$ cat config.mk
export PLATFORM = sky130hd
export DESIGN_NAME = mdseq_seq
export DESIGN_NICKNAME = d
export VERILOG_FILES = /design/src/mdseq_pkg.sv /design/src/mdseq_seq.sv
export VERILOG_INCLUDE_DIRS = /design/src
export SDC_FILE = /design/constraint.sdc
export NUM_CORES = 1
export LEC_CHECK = 0
export BUFFER_PORTS_ARGS = -buffer_cell sky130_fd_sc_hd__buf_2
export CORE_MARGIN = 2
export CORE_UTILIZATION = 50
export CTS_CLUSTER_SIZE = 30
export DETAILED_ROUTE_END_ITERATION = 8
export MAX_ROUTING_LAYER = met4
export PLACE_DENSITY = 0.69
export SLEW_MARGIN = 30
export SYNTH_ARGS = -nofsm -noshare
export SYNTH_HDL_FRONTEND = slang
export SYNTH_SLANG_ARGS = --single-unit
$ cat constraint.sdc
create_clock -name pclk -period 3.54 [get_ports pclk]
set_clock_uncertainty 0.15 [all_clocks]
set_input_delay 0.708 -clock pclk [delete_from_list [all_inputs] [get_ports pclk]]
set_output_delay 0.708 -clock pclk [all_outputs]
set_load 0.005 [all_outputs]
$ cat src/mdseq_cfg.svh
/*
 Register indices, field positions, reset values and timing counts
 of the mission datalog sequencer.
 Assumes inclusion by the sequencer module and by the testbench only.
*/
`ifndef MDSEQ_CFG_SVH
`define MDSEQ_CFG_SVH

// ----------------------------------------
// Register indices (byte address = 4 x index)
// ----------------------------------------
`define MDSEQ_IDX_SETTLE 14'h0400
`define MDSEQ_IDX_TCR_LO 14'h0404
`define MDSEQ_IDX_TCR_HI 14'h0405
`define MDSEQ_IDX_TCL_LO 14'h0406
`define MDSEQ_IDX_TCL_HI 14'h0407
`define MDSEQ_IDX_CTRL 14'h0408
`define MDSEQ_IDX_INTERVAL 14'h0409
`define MDSEQ_IDX_START_DLY 14'h040a
`define MDSEQ_IDX_CMD 14'h040b
`define MDSEQ_IDX_STATUS 14'h040c
`define MDSEQ_IDX_MCOUNT 14'h040d
`define MDSEQ_IDX_DCOUNT 14'h040e
`define MDSEQ_IDX_STAMP 14'h040f
`define MDSEQ_IDX_PASSWORD 14'h0410
`define MDSEQ_IDX_GP 14'h0411

// ----------------------------------------
// Reset values
// ----------------------------------------
`define MDSEQ_RST_SETTLE 8'h08
`define MDSEQ_RST_TCR_LO 8'h6b
`define MDSEQ_RST_TCR_HI 5'h11
`define MDSEQ_RST_TCL_LO 8'ha6
`define MDSEQ_RST_TCL_HI 5'h12
`define MDSEQ_RST_INTERVAL 14'h0001

// ----------------------------------------
// Control and command bits
// ----------------------------------------
`define MDSEQ_CTL_WRAP 0
`define MDSEQ_CTL_HSS 1
`define MDSEQ_CTL_START_ON_TEMP_ALARM 2
`define MDSEQ_CTL_ETL 3
`define MDSEQ_CTL_EDL 4
`define MDSEQ_CTL_T16 5
`define MDSEQ_CTL_D16 6
`define MDSEQ_CTL_ALEN 7
`define MDSEQ_CMD_START 0
`define MDSEQ_CMD_STOP 1
`define MDSEQ_CMD_CLEAR 2

// ----------------------------------------
// Section sizes in bytes
// ----------------------------------------
`define MDSEQ_SZ_FULL 14'h2000
`define MDSEQ_SZ_HALF 14'h1000
`define MDSEQ_SZ_MIX8 14'h0a00
`define MDSEQ_SZ_MIX16 14'h1400

// ----------------------------------------
// Timing
// ----------------------------------------
`define MDSEQ_PCLK_NS 5
`define MDSEQ_SETTLE_TICK_NS 500000
`define MDSEQ_SEC_PER_MIN 6'd59

`endif

$ cat src/mdseq_pkg.sv
/*
 Types of the mission datalog sequencer: state encoding and the
 packed state record.
 Assumes mdseq_cfg.svh is on the include path.
*/
package mdseq_pkg;

  // ----------------------------------------
  // Sequencer states
  // ----------------------------------------
  typedef enum logic [2:0] {
    MDSEQ_IDLE = 3'b000,
    MDSEQ_DELAY = 3'b001,
    MDSEQ_WAIT_ALARM = 3'b011,
    MDSEQ_RUN = 3'b010,
    MDSEQ_SETTLE = 3'b110,
    MDSEQ_WR_TEMP = 3'b111,
    MDSEQ_WR_DATA = 3'b101
  } mdseq_state_t;

  // ----------------------------------------
  // Whole module state
  // ----------------------------------------
  typedef struct packed {
    mdseq_state_t st;
    logic [31:0] prdata;
    logic pready;
    logic pslverr;
    logic [7:0] settle;
    logic [7:0] tcr_lo;
    logic [4:0] tcr_hi;
    logic [7:0] tcl_lo;
    logic [4:0] tcl_hi;
    logic [10:0] ctrl;
    logic [13:0] interval;
    logic [15:0] start_dly;
    logic [31:0] gp;
    logic active;
    logic mem_clr;
    logic [3:0] flags;
    logic [23:0] mcount;
    logic [23:0] dcount;
    logic [31:0] stamp;
    logic [5:0] sec_cnt;
    logic [15:0] dly_cnt;
    logic [13:0] int_cnt;
    logic [16:0] tick_cnt;
    logic [7:0] set_cnt;
    logic [15:0] ext_s1;
    logic [15:0] ext_s2;
    logic [15:0] ext_lat;
    logic hb;
    logic [12:0] tptr;
    logic [12:0] dptr;
    logic tfull;
    logic dfull;
    logic pump_n;
    logic strobe;
    logic log_we;
    logic [12:0] log_addr;
    logic [7:0] log_wdata;
    logic search;
  } mdseq_state_rec_t;

endpackage

$ cat src/mdseq_seq.sv
/*
 Mission datalog sequencer: APB register slave, mission timing,
 converter settle/strobe timing and datalog byte writer.
 Assumes second ticks and alarm conditions come from logic on pclk,
 and that ext_data arrives from pins outside the clock domain.
*/
`timescale 1ns/1ps
`include "mdseq_cfg.svh"

module mdseq_seq #(
  parameter int TICK_CYCLES = `MDSEQ_SETTLE_TICK_NS / `MDSEQ_PCLK_NS
) (
  // Clock and reset
  input wire logic pclk,
  input wire logic presetn,
  // APB slave
  input wire logic psel,
  input wire logic penable,
  input wire logic pwrite,
  input wire logic [15:0] paddr,
  input wire logic [31:0] pwdata,
  output logic [31:0] prdata,
  output logic pready,
  output logic pslverr,
  // Clock and sensing sources
  input wire logic sec_tick,
  input wire logic [31:0] rtc_time,
  input wire logic [15:0] temp_sample,
  input wire logic [3:0] alarm_cond,
  // Converter pins
  input wire logic [15:0] ext_data,
  output logic pump_enable_n,
  output logic conversion_strobe,
  // Datalog memory port
  output logic log_we,
  output logic [12:0] log_addr,
  output logic [7:0] log_wdata,
  // Status
  output logic search_respond,
  output logic mission_active_flag
);

  mdseq_pkg::mdseq_state_rec_t q;
  mdseq_pkg::mdseq_state_rec_t d;

  logic [13:0] idx;
  logic setup;
  logic wr;
  logic cmd_start;
  logic cmd_stop;
  logic cmd_clear;
  logic min_tick;
  logic unit_tick;
  logic both;
  logic t16;
  logic d16;
  logic wrap;
  logic [13:0] tsz;
  logic [13:0] dsz;
  logic [12:0] dbase;
  logic [13:0] nxt;
  logic [31:0] rd;
  logic hit;

  // ----------------------------------------
  // Decode
  // ----------------------------------------
  assign idx = paddr[15:2];
  assign setup = psel & ~penable;
  assign wr = psel & penable & q.pready & pwrite;
  assign cmd_start = wr && idx == `MDSEQ_IDX_CMD && pwdata[`MDSEQ_CMD_START];
  assign cmd_stop = wr && idx == `MDSEQ_IDX_CMD && pwdata[`MDSEQ_CMD_STOP];
  assign cmd_clear = wr && idx == `MDSEQ_IDX_CMD && pwdata[`MDSEQ_CMD_CLEAR];
  assign min_tick = sec_tick && q.sec_cnt == `MDSEQ_SEC_PER_MIN;
  assign unit_tick = q.ctrl[`MDSEQ_CTL_HSS] ? sec_tick : min_tick;
  assign both = q.ctrl[`MDSEQ_CTL_ETL] & q.ctrl[`MDSEQ_CTL_EDL];
  assign t16 = q.ctrl[`MDSEQ_CTL_T16];
  assign d16 = q.ctrl[`MDSEQ_CTL_D16];
  assign wrap = q.ctrl[`MDSEQ_CTL_WRAP];

  // ----------------------------------------
  // Section layout
  // ----------------------------------------
  // Section sizes
  always_comb begin
    if (!both) begin
      tsz = `MDSEQ_SZ_FULL;
      dsz = `MDSEQ_SZ_FULL;
    end else if (t16 == d16) begin
      tsz = `MDSEQ_SZ_HALF;
      dsz = `MDSEQ_SZ_HALF;
    end else begin
      tsz = t16 ? `MDSEQ_SZ_MIX16 : `MDSEQ_SZ_MIX8;
      dsz = d16 ? `MDSEQ_SZ_MIX16 : `MDSEQ_SZ_MIX8;
    end
    dbase = both ? tsz[12:0] : 13'h0000;
  end

  // ----------------------------------------
  // Read mux
  // ----------------------------------------
  always_comb begin
    rd = 32'h0000_0000;
    hit = 1'b1;
    unique case (idx)
      `MDSEQ_IDX_SETTLE: rd[7:0] = q.settle;
      `MDSEQ_IDX_TCR_LO: rd[7:0] = q.tcr_lo;
      `MDSEQ_IDX_TCR_HI: rd[4:0] = q.tcr_hi;
      `MDSEQ_IDX_TCL_LO: rd[7:0] = q.tcl_lo;
      `MDSEQ_IDX_TCL_HI: rd[4:0] = q.tcl_hi;
      `MDSEQ_IDX_CTRL: rd[10:0] = q.ctrl;
      `MDSEQ_IDX_INTERVAL: rd[13:0] = q.interval;
      `MDSEQ_IDX_START_DLY: rd[15:0] = q.start_dly;
      `MDSEQ_IDX_CMD: rd = 32'h0000_0000;
      `MDSEQ_IDX_STATUS: rd[8:0] = {q.flags, q.dfull, q.tfull,
                                    q.st == mdseq_pkg::MDSEQ_WAIT_ALARM, q.mem_clr, q.active};
      `MDSEQ_IDX_MCOUNT: rd[23:0] = q.mcount;
      `MDSEQ_IDX_DCOUNT: rd[23:0] = q.dcount;
      `MDSEQ_IDX_STAMP: rd = q.stamp;
      `MDSEQ_IDX_PASSWORD: rd = 32'h0000_0000;
      `MDSEQ_IDX_GP: rd = q.gp;
      default: hit = 1'b0;
    endcase
  end

  // ----------------------------------------
  // Next state
  // ----------------------------------------
  always_comb begin
    d = q;
    nxt = 14'h0000;
    d.strobe = 1'b0;
    d.log_we = 1'b0;
    // Bus answer is prepared during setup so it comes from flops
    d.pready = setup;
    d.pslverr = setup & ~hit;
    if (setup) begin
      d.prdata = rd;
    end
    if (wr) begin
      unique case (idx)
        `MDSEQ_IDX_SETTLE: begin
          if (!q.active) begin
            d.settle = pwdata[7:0];
          end
        end
        `MDSEQ_IDX_TCR_LO: d.tcr_lo = pwdata[7:0];
        `MDSEQ_IDX_TCR_HI: d.tcr_hi = pwdata[4:0];
        `MDSEQ_IDX_TCL_LO: d.tcl_lo = pwdata[7:0];
        `MDSEQ_IDX_TCL_HI: d.tcl_hi = pwdata[4:0];
        `MDSEQ_IDX_CTRL: begin
          if (!q.active) begin
            d.ctrl = pwdata[10:0];
          end
        end
        `MDSEQ_IDX_INTERVAL: begin
          if (!q.active) begin
            d.interval = pwdata[13:0];
          end
        end
        `MDSEQ_IDX_START_DLY: begin
          if (!q.active) begin
            d.start_dly = pwdata[15:0];
          end
        end
        `MDSEQ_IDX_GP: d.gp = pwdata;
        default: d.gp = q.gp;
      endcase
    end

    // External data: two flops before use
    d.ext_s1 = ext_data;
    d.ext_s2 = q.ext_s1;

    if (sec_tick) begin
      d.sec_cnt = min_tick ? 6'd0 : q.sec_cnt + 6'd1;
    end

    // Sticky alarms, set wins over clear
    d.flags = (cmd_clear && !q.active) ? 4'h0 : q.flags;
    if (q.active) begin
      d.flags = d.flags | alarm_cond;
    end
    d.search = |(q.flags & q.ctrl[10:7]);

    if (cmd_clear && !q.active) begin
      d.mem_clr = 1'b1;
      d.mcount = 24'h00_0000;
      d.dcount = 24'h00_0000;
      d.stamp = 32'h0000_0000;
      d.tptr = 13'h0000;
      d.dptr = 13'h0000;
      d.tfull = 1'b0;
      d.dfull = 1'b0;
    end

    unique case (q.st)
      mdseq_pkg::MDSEQ_IDLE: begin
        if (cmd_start) begin
          d.active = 1'b1;
          d.mem_clr = 1'b0;
          d.dly_cnt = q.start_dly;
          d.st = mdseq_pkg::MDSEQ_DELAY;
        end
      end
      mdseq_pkg::MDSEQ_DELAY: begin
        d.int_cnt = q.interval;
        if (q.dly_cnt == 16'h0000) begin
          if (q.ctrl[`MDSEQ_CTL_START_ON_TEMP_ALARM] && q.ctrl[`MDSEQ_CTL_ETL]) begin
            d.st = mdseq_pkg::MDSEQ_WAIT_ALARM;
          end else begin
            d.stamp = rtc_time;
            d.hb = 1'b0;
            d.pump_n = ~q.ctrl[`MDSEQ_CTL_EDL];
            d.tick_cnt = 17'h0_0000;
            d.set_cnt = 8'h00;
            d.st = q.ctrl[`MDSEQ_CTL_EDL] ? mdseq_pkg::MDSEQ_SETTLE : mdseq_pkg::MDSEQ_WR_TEMP;
          end
        end else if (min_tick) begin
          d.dly_cnt = q.dly_cnt - 16'h0001;
        end
      end
      mdseq_pkg::MDSEQ_WAIT_ALARM: begin
        if (unit_tick) begin
          if (q.int_cnt <= 14'h0001) begin
            d.int_cnt = q.interval;
            d.dcount = q.dcount + 24'h00_0001;
            // Stamp now, log a period later
            if (alarm_cond[1:0] != 2'b00) begin
              d.stamp = rtc_time;
              d.st = mdseq_pkg::MDSEQ_RUN;
            end
          end else begin
            d.int_cnt = q.int_cnt - 14'h0001;
          end
        end
      end
      mdseq_pkg::MDSEQ_RUN: begin
        if (unit_tick) begin
          if (q.int_cnt <= 14'h0001) begin
            d.int_cnt = q.interval;
            d.hb = 1'b0;
            d.pump_n = ~q.ctrl[`MDSEQ_CTL_EDL];
            d.tick_cnt = 17'h0_0000;
            d.set_cnt = 8'h00;
            d.st = q.ctrl[`MDSEQ_CTL_EDL] ? mdseq_pkg::MDSEQ_SETTLE : mdseq_pkg::MDSEQ_WR_TEMP;
          end else begin
            d.int_cnt = q.int_cnt - 14'h0001;
          end
        end
      end
      mdseq_pkg::MDSEQ_SETTLE: begin
        // Count half-ms ticks to the preset
        if (q.set_cnt == q.settle) begin
          d.strobe = 1'b1;
          d.pump_n = 1'b1;
          d.ext_lat = q.ext_s2;
          d.st = mdseq_pkg::MDSEQ_WR_TEMP;
        end else if (q.tick_cnt == 17'(TICK_CYCLES - 1)) begin
          d.tick_cnt = 17'h0_0000;
          d.set_cnt = q.set_cnt + 8'h01;
        end else begin
          d.tick_cnt = q.tick_cnt + 17'h0_0001;
        end
      end
      mdseq_pkg::MDSEQ_WR_TEMP: begin
        if (q.ctrl[`MDSEQ_CTL_ETL] && !q.tfull) begin
          d.log_we = 1'b1;
          d.log_addr = q.tptr;
          d.log_wdata = (t16 && q.hb) ? temp_sample[7:0] : temp_sample[15:8];
          nxt = {1'b0, q.tptr} + 14'h0001;
          if (t16 && !q.hb) begin
            d.hb = 1'b1;
            d.tptr = nxt[12:0];
          end else begin
            d.hb = 1'b0;
            d.st = mdseq_pkg::MDSEQ_WR_DATA;
            if (nxt == tsz) begin
              d.tptr = 13'h0000;
              d.tfull = ~wrap;
            end else begin
              d.tptr = nxt[12:0];
            end
          end
        end else begin
          d.hb = 1'b0;
          d.st = mdseq_pkg::MDSEQ_WR_DATA;
        end
      end
      mdseq_pkg::MDSEQ_WR_DATA: begin
        if (q.ctrl[`MDSEQ_CTL_EDL] && !q.dfull && (!d16 || !q.hb)) begin
          d.log_we = 1'b1;
          d.log_addr = dbase + q.dptr;
          d.log_wdata = q.ext_lat[15:8];
          nxt = {1'b0, q.dptr} + 14'h0001;
          if (d16) begin
            d.hb = 1'b1;
            d.dptr = nxt[12:0];
          end else begin
            d.st = mdseq_pkg::MDSEQ_RUN;
            if (nxt == dsz) begin
              d.dptr = 13'h0000;
              d.dfull = ~wrap;
            end else begin
              d.dptr = nxt[12:0];
            end
          end
        end else if (q.ctrl[`MDSEQ_CTL_EDL] && !q.dfull) begin
          d.log_we = 1'b1;
          d.log_addr = dbase + q.dptr;
          d.log_wdata = q.ext_lat[7:0];
          d.hb = 1'b0;
          d.st = mdseq_pkg::MDSEQ_RUN;
          nxt = {1'b0, q.dptr} + 14'h0001;
          if (nxt == dsz) begin
            d.dptr = 13'h0000;
            d.dfull = ~wrap;
          end else begin
            d.dptr = nxt[12:0];
          end
        end else begin
          d.st = mdseq_pkg::MDSEQ_RUN;
        end
        if (d.st == mdseq_pkg::MDSEQ_RUN) begin
          d.mcount = q.mcount + 24'h00_0001;
          d.dcount = q.dcount + 24'h00_0001;
        end
      end
      default: d.st = mdseq_pkg::MDSEQ_IDLE;
    endcase

    // Stop overrides any mission step
    if (cmd_stop) begin
      d.active = 1'b0;
      d.pump_n = 1'b1;
      d.st = mdseq_pkg::MDSEQ_IDLE;
    end
  end

  // ----------------------------------------
  // State register
  // ----------------------------------------
  always_ff @(posedge pclk or negedge presetn) begin
    if (!presetn) begin
      q <= '0;
      q.settle <= `MDSEQ_RST_SETTLE;
      q.tcr_lo <= `MDSEQ_RST_TCR_LO;
      q.tcr_hi <= `MDSEQ_RST_TCR_HI;
      q.tcl_lo <= `MDSEQ_RST_TCL_LO;
      q.tcl_hi <= `MDSEQ_RST_TCL_HI;
      q.interval <= `MDSEQ_RST_INTERVAL;
      q.pump_n <= 1'b1;
    end else begin
      q <= d;
    end
  end

  assign prdata = q.prdata;
  assign pready = q.pready;
  assign pslverr = q.pslverr;
  assign pump_enable_n = q.pump_n;
  assign conversion_strobe = q.strobe;
  assign log_we = q.log_we;
  assign log_addr = q.log_addr;
  assign log_wdata = q.log_wdata;
  assign search_respond = q.search;
  assign mission_active_flag = q.active;
endmodule

==> results of run 1 <==
==> metrics by stage <==
step | hold slack [ps] | util | power, mW | setup WS (ps)
6_report | 11.8 | 0.578 | 13.1 | 280
5_1_grt | 47.3 | 0.577 | 13.7 | 142
4_1_cts | 21.4 | 0.577 | 13.1 | 281
3_5_place_dp | 185 | 0.539 | 8.23 | 300
3_3_place_gp | 184 | 0.538 | 8.12 | 373
2_1_floorplan | 181 | - | 7.35 | 533
==> area by class of cell <==
cell class,instances,area (um2)
Clock buffer,62,1290
Tap cell,525,657
Multi-Input combinational cell,1422,9110
Timing Repair Buffer,253,1560
Antenna cell,1,2.50
Fill cell,3339,16700
Clock inverter,16,250
Sequential cell,393,9850
Inverter,32,120
==> flip-flops by register name, indices dropped and copies added, names as in the netlist <==
name / cells
log_we: 1
mission_active_flag: 1
prdata: 32
q: 316
pslverr: 1
pready: 1
d: 16
pump_enable_n: 1
search_respond: 1
log_wdata: 8
conversion_strobe: 1
d16: 1
log_addr: 13
==> critical path: stages, from the launching register on <==
cell and delay [ps]:
dfrtp_1 430, inv_1 100, ha_1 140, or4b_4 480, nor4_4 420, nand2_2 160, o21ai_4 150, o21ai_4 200
or2_1 460, o41ai_1 410
==> cells by family (layout without fill, tap and decap cells) <==
family,count (synthesis),count (layout)
AND/OR/NAND/NOR,716,716
AO/OA/AOI/OAI,494,494
flip-flops,393,393
buffers and inverters,198,363
multiplexers,167,167
XOR/XNOR,30,30
adder cells (fa/ha/maj),15,15
other,0,1
==> cell usage in the layout (no fill, tap or decap), drive strengths merged, types with 33 or more instances in the layout <==
cell	count
a21oi	75
a22oi	37
buf	253
clkbuf	62
dfrtp	377
mux2	130
mux2i	33
nand2	252
nand3	103
nor2	142
nor3	41
o21ai	184
==> routing by layer <==
layer  vias up  track usage  share of wire
met4         0        0.109          0.041
met5         -            -              0
met2       654        0.433           0.46
met3       144       0.0443          0.069
met1      8172        0.387           0.43
li1       7580            -              -
==> report_power, final <==
group          internal, mW  switching (mW)  total (mW)
combinational         0.994            1.48        2.47
sequential             5.12           0.606        5.73
clock                  2.97            1.89        4.86
==> worst min path at each step <==
stage	endpoint	startpoint	cells past startpoint	slack (ps)
2_1_floorplan	q[70]	d[70]	0	180
3_3_place_gp	q[77]	d[77]	0	180
3_5_place_dp	q[73]	d[73]	0	180
4_1_cts	log_addr[8]	presetn	1	20
5_1_grt	log_addr[8]	presetn	1	50
6_report	log_addr[8]	presetn	1	10
==> summary.txt, run 1 <==
Clock network
  – Hold Buf Count CTS: 0
  – Root Driver: clkbuf_16
  – Clk slew on worst S/H paths: roughly 60 ps
  – CTS buffer count: 43
  – Worst-Skew Late Latency: ~600 ps
  – Post-CTS Resized: 0
  – CTS sink count: 393
  – Max clock buf depth: 3
  – H-tree Lvls: 2
  – TritonCTS clock tree: done
  – Postcts setup bufs: 0

Drt
  – Drt via density: ~6.1
  – # DRC: 0
  – 1st-iter DRT viols: 1451
  – Detailed-route via count: approximately 17000
  – Final Routed Wirelength: 57500 um
  – DRT antenna net count: 0
  – Per-cell routed wire length: 21.3 um
  – 1st-pass router iterations: 7

Logic synthesis
  – Area leader, netlist: dfrtp_1
  – Synth Cell Area: roughly 0.02 mm2
  – Post-Synthesis Cells: 2013
  – Post-synth EDFFs: 0
  – Synthesized flop and latch total: approximately 400
  – Post-synthesis sequential area ratio: 0.495
  – Post-Syn Area per Cell: ~9.9 um2
  – Async S/R FF share, synth: 1.00
  – Most frequent cell after synthesis: dfrtp_1
  – Commonest cells in the netlist: dfrtp_1, nand2_1, o21ai_0
  – Synth Area in Compound Gates: 0.162
  – Post-synthesis simple-gate area fraction: 0.176
  – Warnings from Yosys: 0
  – Adder-Cell Fraction of Synth Area: 0.00980
  – Unique cell type count in the Yosys netlist: 90
  – Post-Synthesis Net Count: 2150
  – Predominant post-synthesis flop cell: dfrtp_1
  – Mux contribution to synthesized area: 0.0946
  – Top area cells in the synthesized netlist: dfrtp_1, mux2_2, nand2_1
  – Post-Synth XOR/XNOR Area: 0.0132
  – Share of the synthesized area in the top cell type: 0.474
  – Largest family of logic cells by synthesized area: simple AND/OR/NAND/NOR gates

Pwr
  – VDD IR max: 0.000376 V
  – Pwr/cell area: roughly 570 mW/mm2
  – Leakage: around 10 nW

Setup path
  – Setup crit end kind: flop
  – Crit path arrival time: about 3600 ps
  – Reg2Reg Depth: 9
  – Worst setup path end: q[115]
  – Worst R2R Setup Slack: between 200 and 300 ps
  – Startpoint Class: flop
  – Crit path launch: q[141]
  – Worst path required time: ~3800 ps
  – Critical Path Fanout Max: 19
  – FF-to-FF Start: q[141]
  – Crit Path Class: flop to flop
  – R2r endpoint: q[115]

Floorplan
  – Die height: slightly above 200 um
  – Ports: about 180
  – Starting Density: 0.504
  – Row count: 73
  – Die area: roughly 0.041 mm2
  – Die X: 204 um
  – Core area: about 0.040 mm2

Final layout
  – Final Non-Filler Cells: approximately 2700
  – Nets: 2282
  – Share of cells above drive strength 1: 0.236
  – Layout area overhead: 14.7%
  – Finished Cell Area: 0.0228 mm2

STA
  – Setup TNS: 0 ps
  – Least-Margin Pin Slew: approximately 860 ps
  – Final Critical Period: 3260 ps
  – Fin. max-slew vios: 0
  – Worst slew margin: 0.422
  – Final Hold Fails: 0
  – F_max: between 300 and 400 MHz
  – Final Cycle Share: 0.921
  – RSZ-0062 raised after global routing: no
  – Final setup fails: 0

GRT
  – First-pass GRT wire length: ~89000 um
  – Total grt overflow: 0
  – Initial antenna violation count: 0
  – Number of global-route vias before repair: between 15000 and 20000
  – Aggregate global-route resource usage: 0.285
  – Largest net degree at the start of global routing: 84

Hold path
  – Hold WC Path Type: primary input to asynchronous set/reset pin

Outcome
  – Outcome: finished, final reports clean

Placed design
  – Dpl hpwl: about 41000 um
  – Cells after DPL: around 2600
  – Port-buffer cells: approximately 180
  – Dpl cell area: 0.0213 mm2
  – GPL Wtd Cong: 0.945

Job
  – Max_cap viols: 0
(Power assumes the default switching activity.)
==> run 2, diff against run 1 <==
GPL_ROUTABILITY_DRIVEN = 0   (was unset)
REMOVE_ABC_BUFFERS = 1   (was unset)
SETUP_SLACK_MARGIN = 0.3   (was unset)
==> run 2 against run 1 <==
Effect of this change: cell area decreased by 0.11%; largest power group unchanged; clock power decreased by 1%; the run now ends with negative hold slack left; global-route usage decreased by 0.27 points; core utilization decreased by 0.063 points.
==> summary.txt, run 2 (same netlist as run 1, synthesis figures left out) <==
STA
  – Fin. max-slew vios: 0
  – Setup TNS: 0 ps
  – F_max: about 320 MHz
  – Least-Margin Pin Slew: roughly 880 ps
  – Worst slew margin: 0.413
  – Final Critical Period: 3080 ps
  – RSZ-0062 raised after global routing: no
  – Final setup fails: 0
  – Final Hold Fails: 5
  – WHS: -1.92 ps
  – Final Cycle Share: 0.869

Placed design
  – Dpl hpwl: roughly 40000 um
  – Port-buffer cells: 179

Clock network
  – H-tree Lvls: 2
  – TritonCTS clock tree: done
  – CTS buffer count: 43
  – Root Driver: clkbuf_16
  – Clk slew on worst S/H paths: approximately 60 ps
  – CTS sink count: slightly below 400
  – Max clock buf depth: 3
  – Worst-Skew Late Latency: approximately 600 ps

Drt
  – Metal3 WL: between 4000 and 5000 um
  – Routed wl met2: around 26000 um
  – M1 WL: 24000 um
  – 1st-pass router iterations: 6
  – Detailed-route via count: between 15000 and 20000
  – Final Routed Wirelength: 56600 um
  – DR top layer: met4
  – DRT antenna net count: 0
  – 1st-iter DRT viols: around 1600
  – # DRC: 0
  – Drt via density: slightly above 6
  – Per-cell routed wire length: about 21 um

Final layout
  – Most frequent cells in the layout: dfrtp_1, nand2_1, o21ai_0, buf_2, nor2_1
  – Commonest non-fill, non-tap cell in the layout: dfrtp_1
  – Layout area overhead: 14.6%
  – Nets: between 2000 and 2500
  – Max reg flops: 316
  – Reg with most FFs: q
  – Diodes inserted: 0
  – Share of cells above drive strength 1: 0.234

Hold path
  – Hold WC Path Type: primary input to asynchronous set/reset pin

Pwr
  – Pwr/cell area: 572 mW/mm2
  – VDD IR max: roughly 0.0004 V
  – Total power: approximately 13 mW
  – Leakage: approximately 10 nW

GRT
  – Number of global-route vias before repair: ~16000
  – Initial antenna violation count: 0
  – First-pass GRT wire length: just under 90000 um
  – Total grt overflow: 0
  – Aggregate global-route resource usage: 0.282
  – Largest net degree at the start of global routing: 77

Setup path
  – Crit Path Class: flop to flop
  – Critical Path Fanout Max: 16
  – Startpoint Class: flop
  – Worst path required time: ~3800 ps
  – Setup crit end kind: flop
  – Crit path arrival time: approximately 3400 ps

Floorplan
  – Starting Density: 0.504
  – Core area: slightly below 0.04 mm2
  – Die X: approximately 200 um
  – Row count: 73
  – Die area: 0.0414 mm2
  – Ports: around 180
  – Die height: roughly 200 um

Outcome
  – Outcome: finished with violations
  – Failing checks: negative hold slack

Job
  – Max_cap viols: 0
## run 2: changes by cell type in the layout (fill, tap and decap cells not counted), sizes merged
| cell | delta |
|---|---|
| clkbuf | -1 |
| buf | +2 |
| bufinv | +1 |
| clkinvlp | -1 |
| diode | -1 |
| clkinv | +1 |
| inv | +1 |
## run 2: timing repair
| item | CTS | global route |
|---|---|---|
| resized for setup | 0 | 1 |
| pin swaps | 1 | 2 |
| hold buffers | 0 | 0 |
| setup endpoints to repair | 1 | 5 |
| setup buffers | 0 | 3 |
## run 2: routing by layer
metal	track usage	up-vias
li1	-	7595
met1	0.374	8243
met2	0.440	696
met3	0.0439	131
met4	0.108	0
met5	-	-
## run 2: layout make-up
| type | count | area (um2) |
|---|---|---|
| repair buffers | 255 | 1560 |
| well taps | 525 | 657 |
| clock buffers | 61 | 1200 |
| fillers | 3351 | 16700 |
| clock inverters | 18 | 312 |
| multi-input cells | 1422 | 9110 |
| flip-flops and latches | 393 | 9850 |
| inverters | 32 | 120 |
## run 2: power by group
part	switching (mW)	internal [mW]	total (mW)
Sequential	0.650	5.12	5.77
Clock	1.90	2.90	4.81
Combinational	1.48	0.999	2.47
Total	4.03	9.02	13.1
## run 2: worst max-delay path: stages, from the launching register on
cell     delay, ps
dfrtp_1        440
inv_1          110
ha_1           150
or4b_4         490
nor4_4         280
buf_4          200
nand2_2        110
o21ai_4        150
o21ai_4         90
or2_2          430
o41ai_1        350
## run 2: through the flow
stage	instance area, um2	hold WS, ps	cells	utilization	setup WS [ps]
after floorplan	19000	181	1847	-	-291
after global placement	21300	183	2624	0.538	333
after detailed placement	21300	186	2624	0.538	280
after CTS	22800	0.493	2703	0.576	423
after global routing	22800	30.4	2706	0.577	300
final	22800	-1.92	2706	0.577	463
## run 2: final timing paths
path,start,end,slack [ps],depth (start not counted)
setup / recovery,q[141],q[117],460,10
min in group pclk,ext_data[2],d[72],90,1
max in group asynchronous,presetn,q[133],2340,2
hold / removal,presetn,q[35],-2,1
hold reg to reg,d[82],q[82],190,0
setup reg to reg,q[141],q[117],460,10
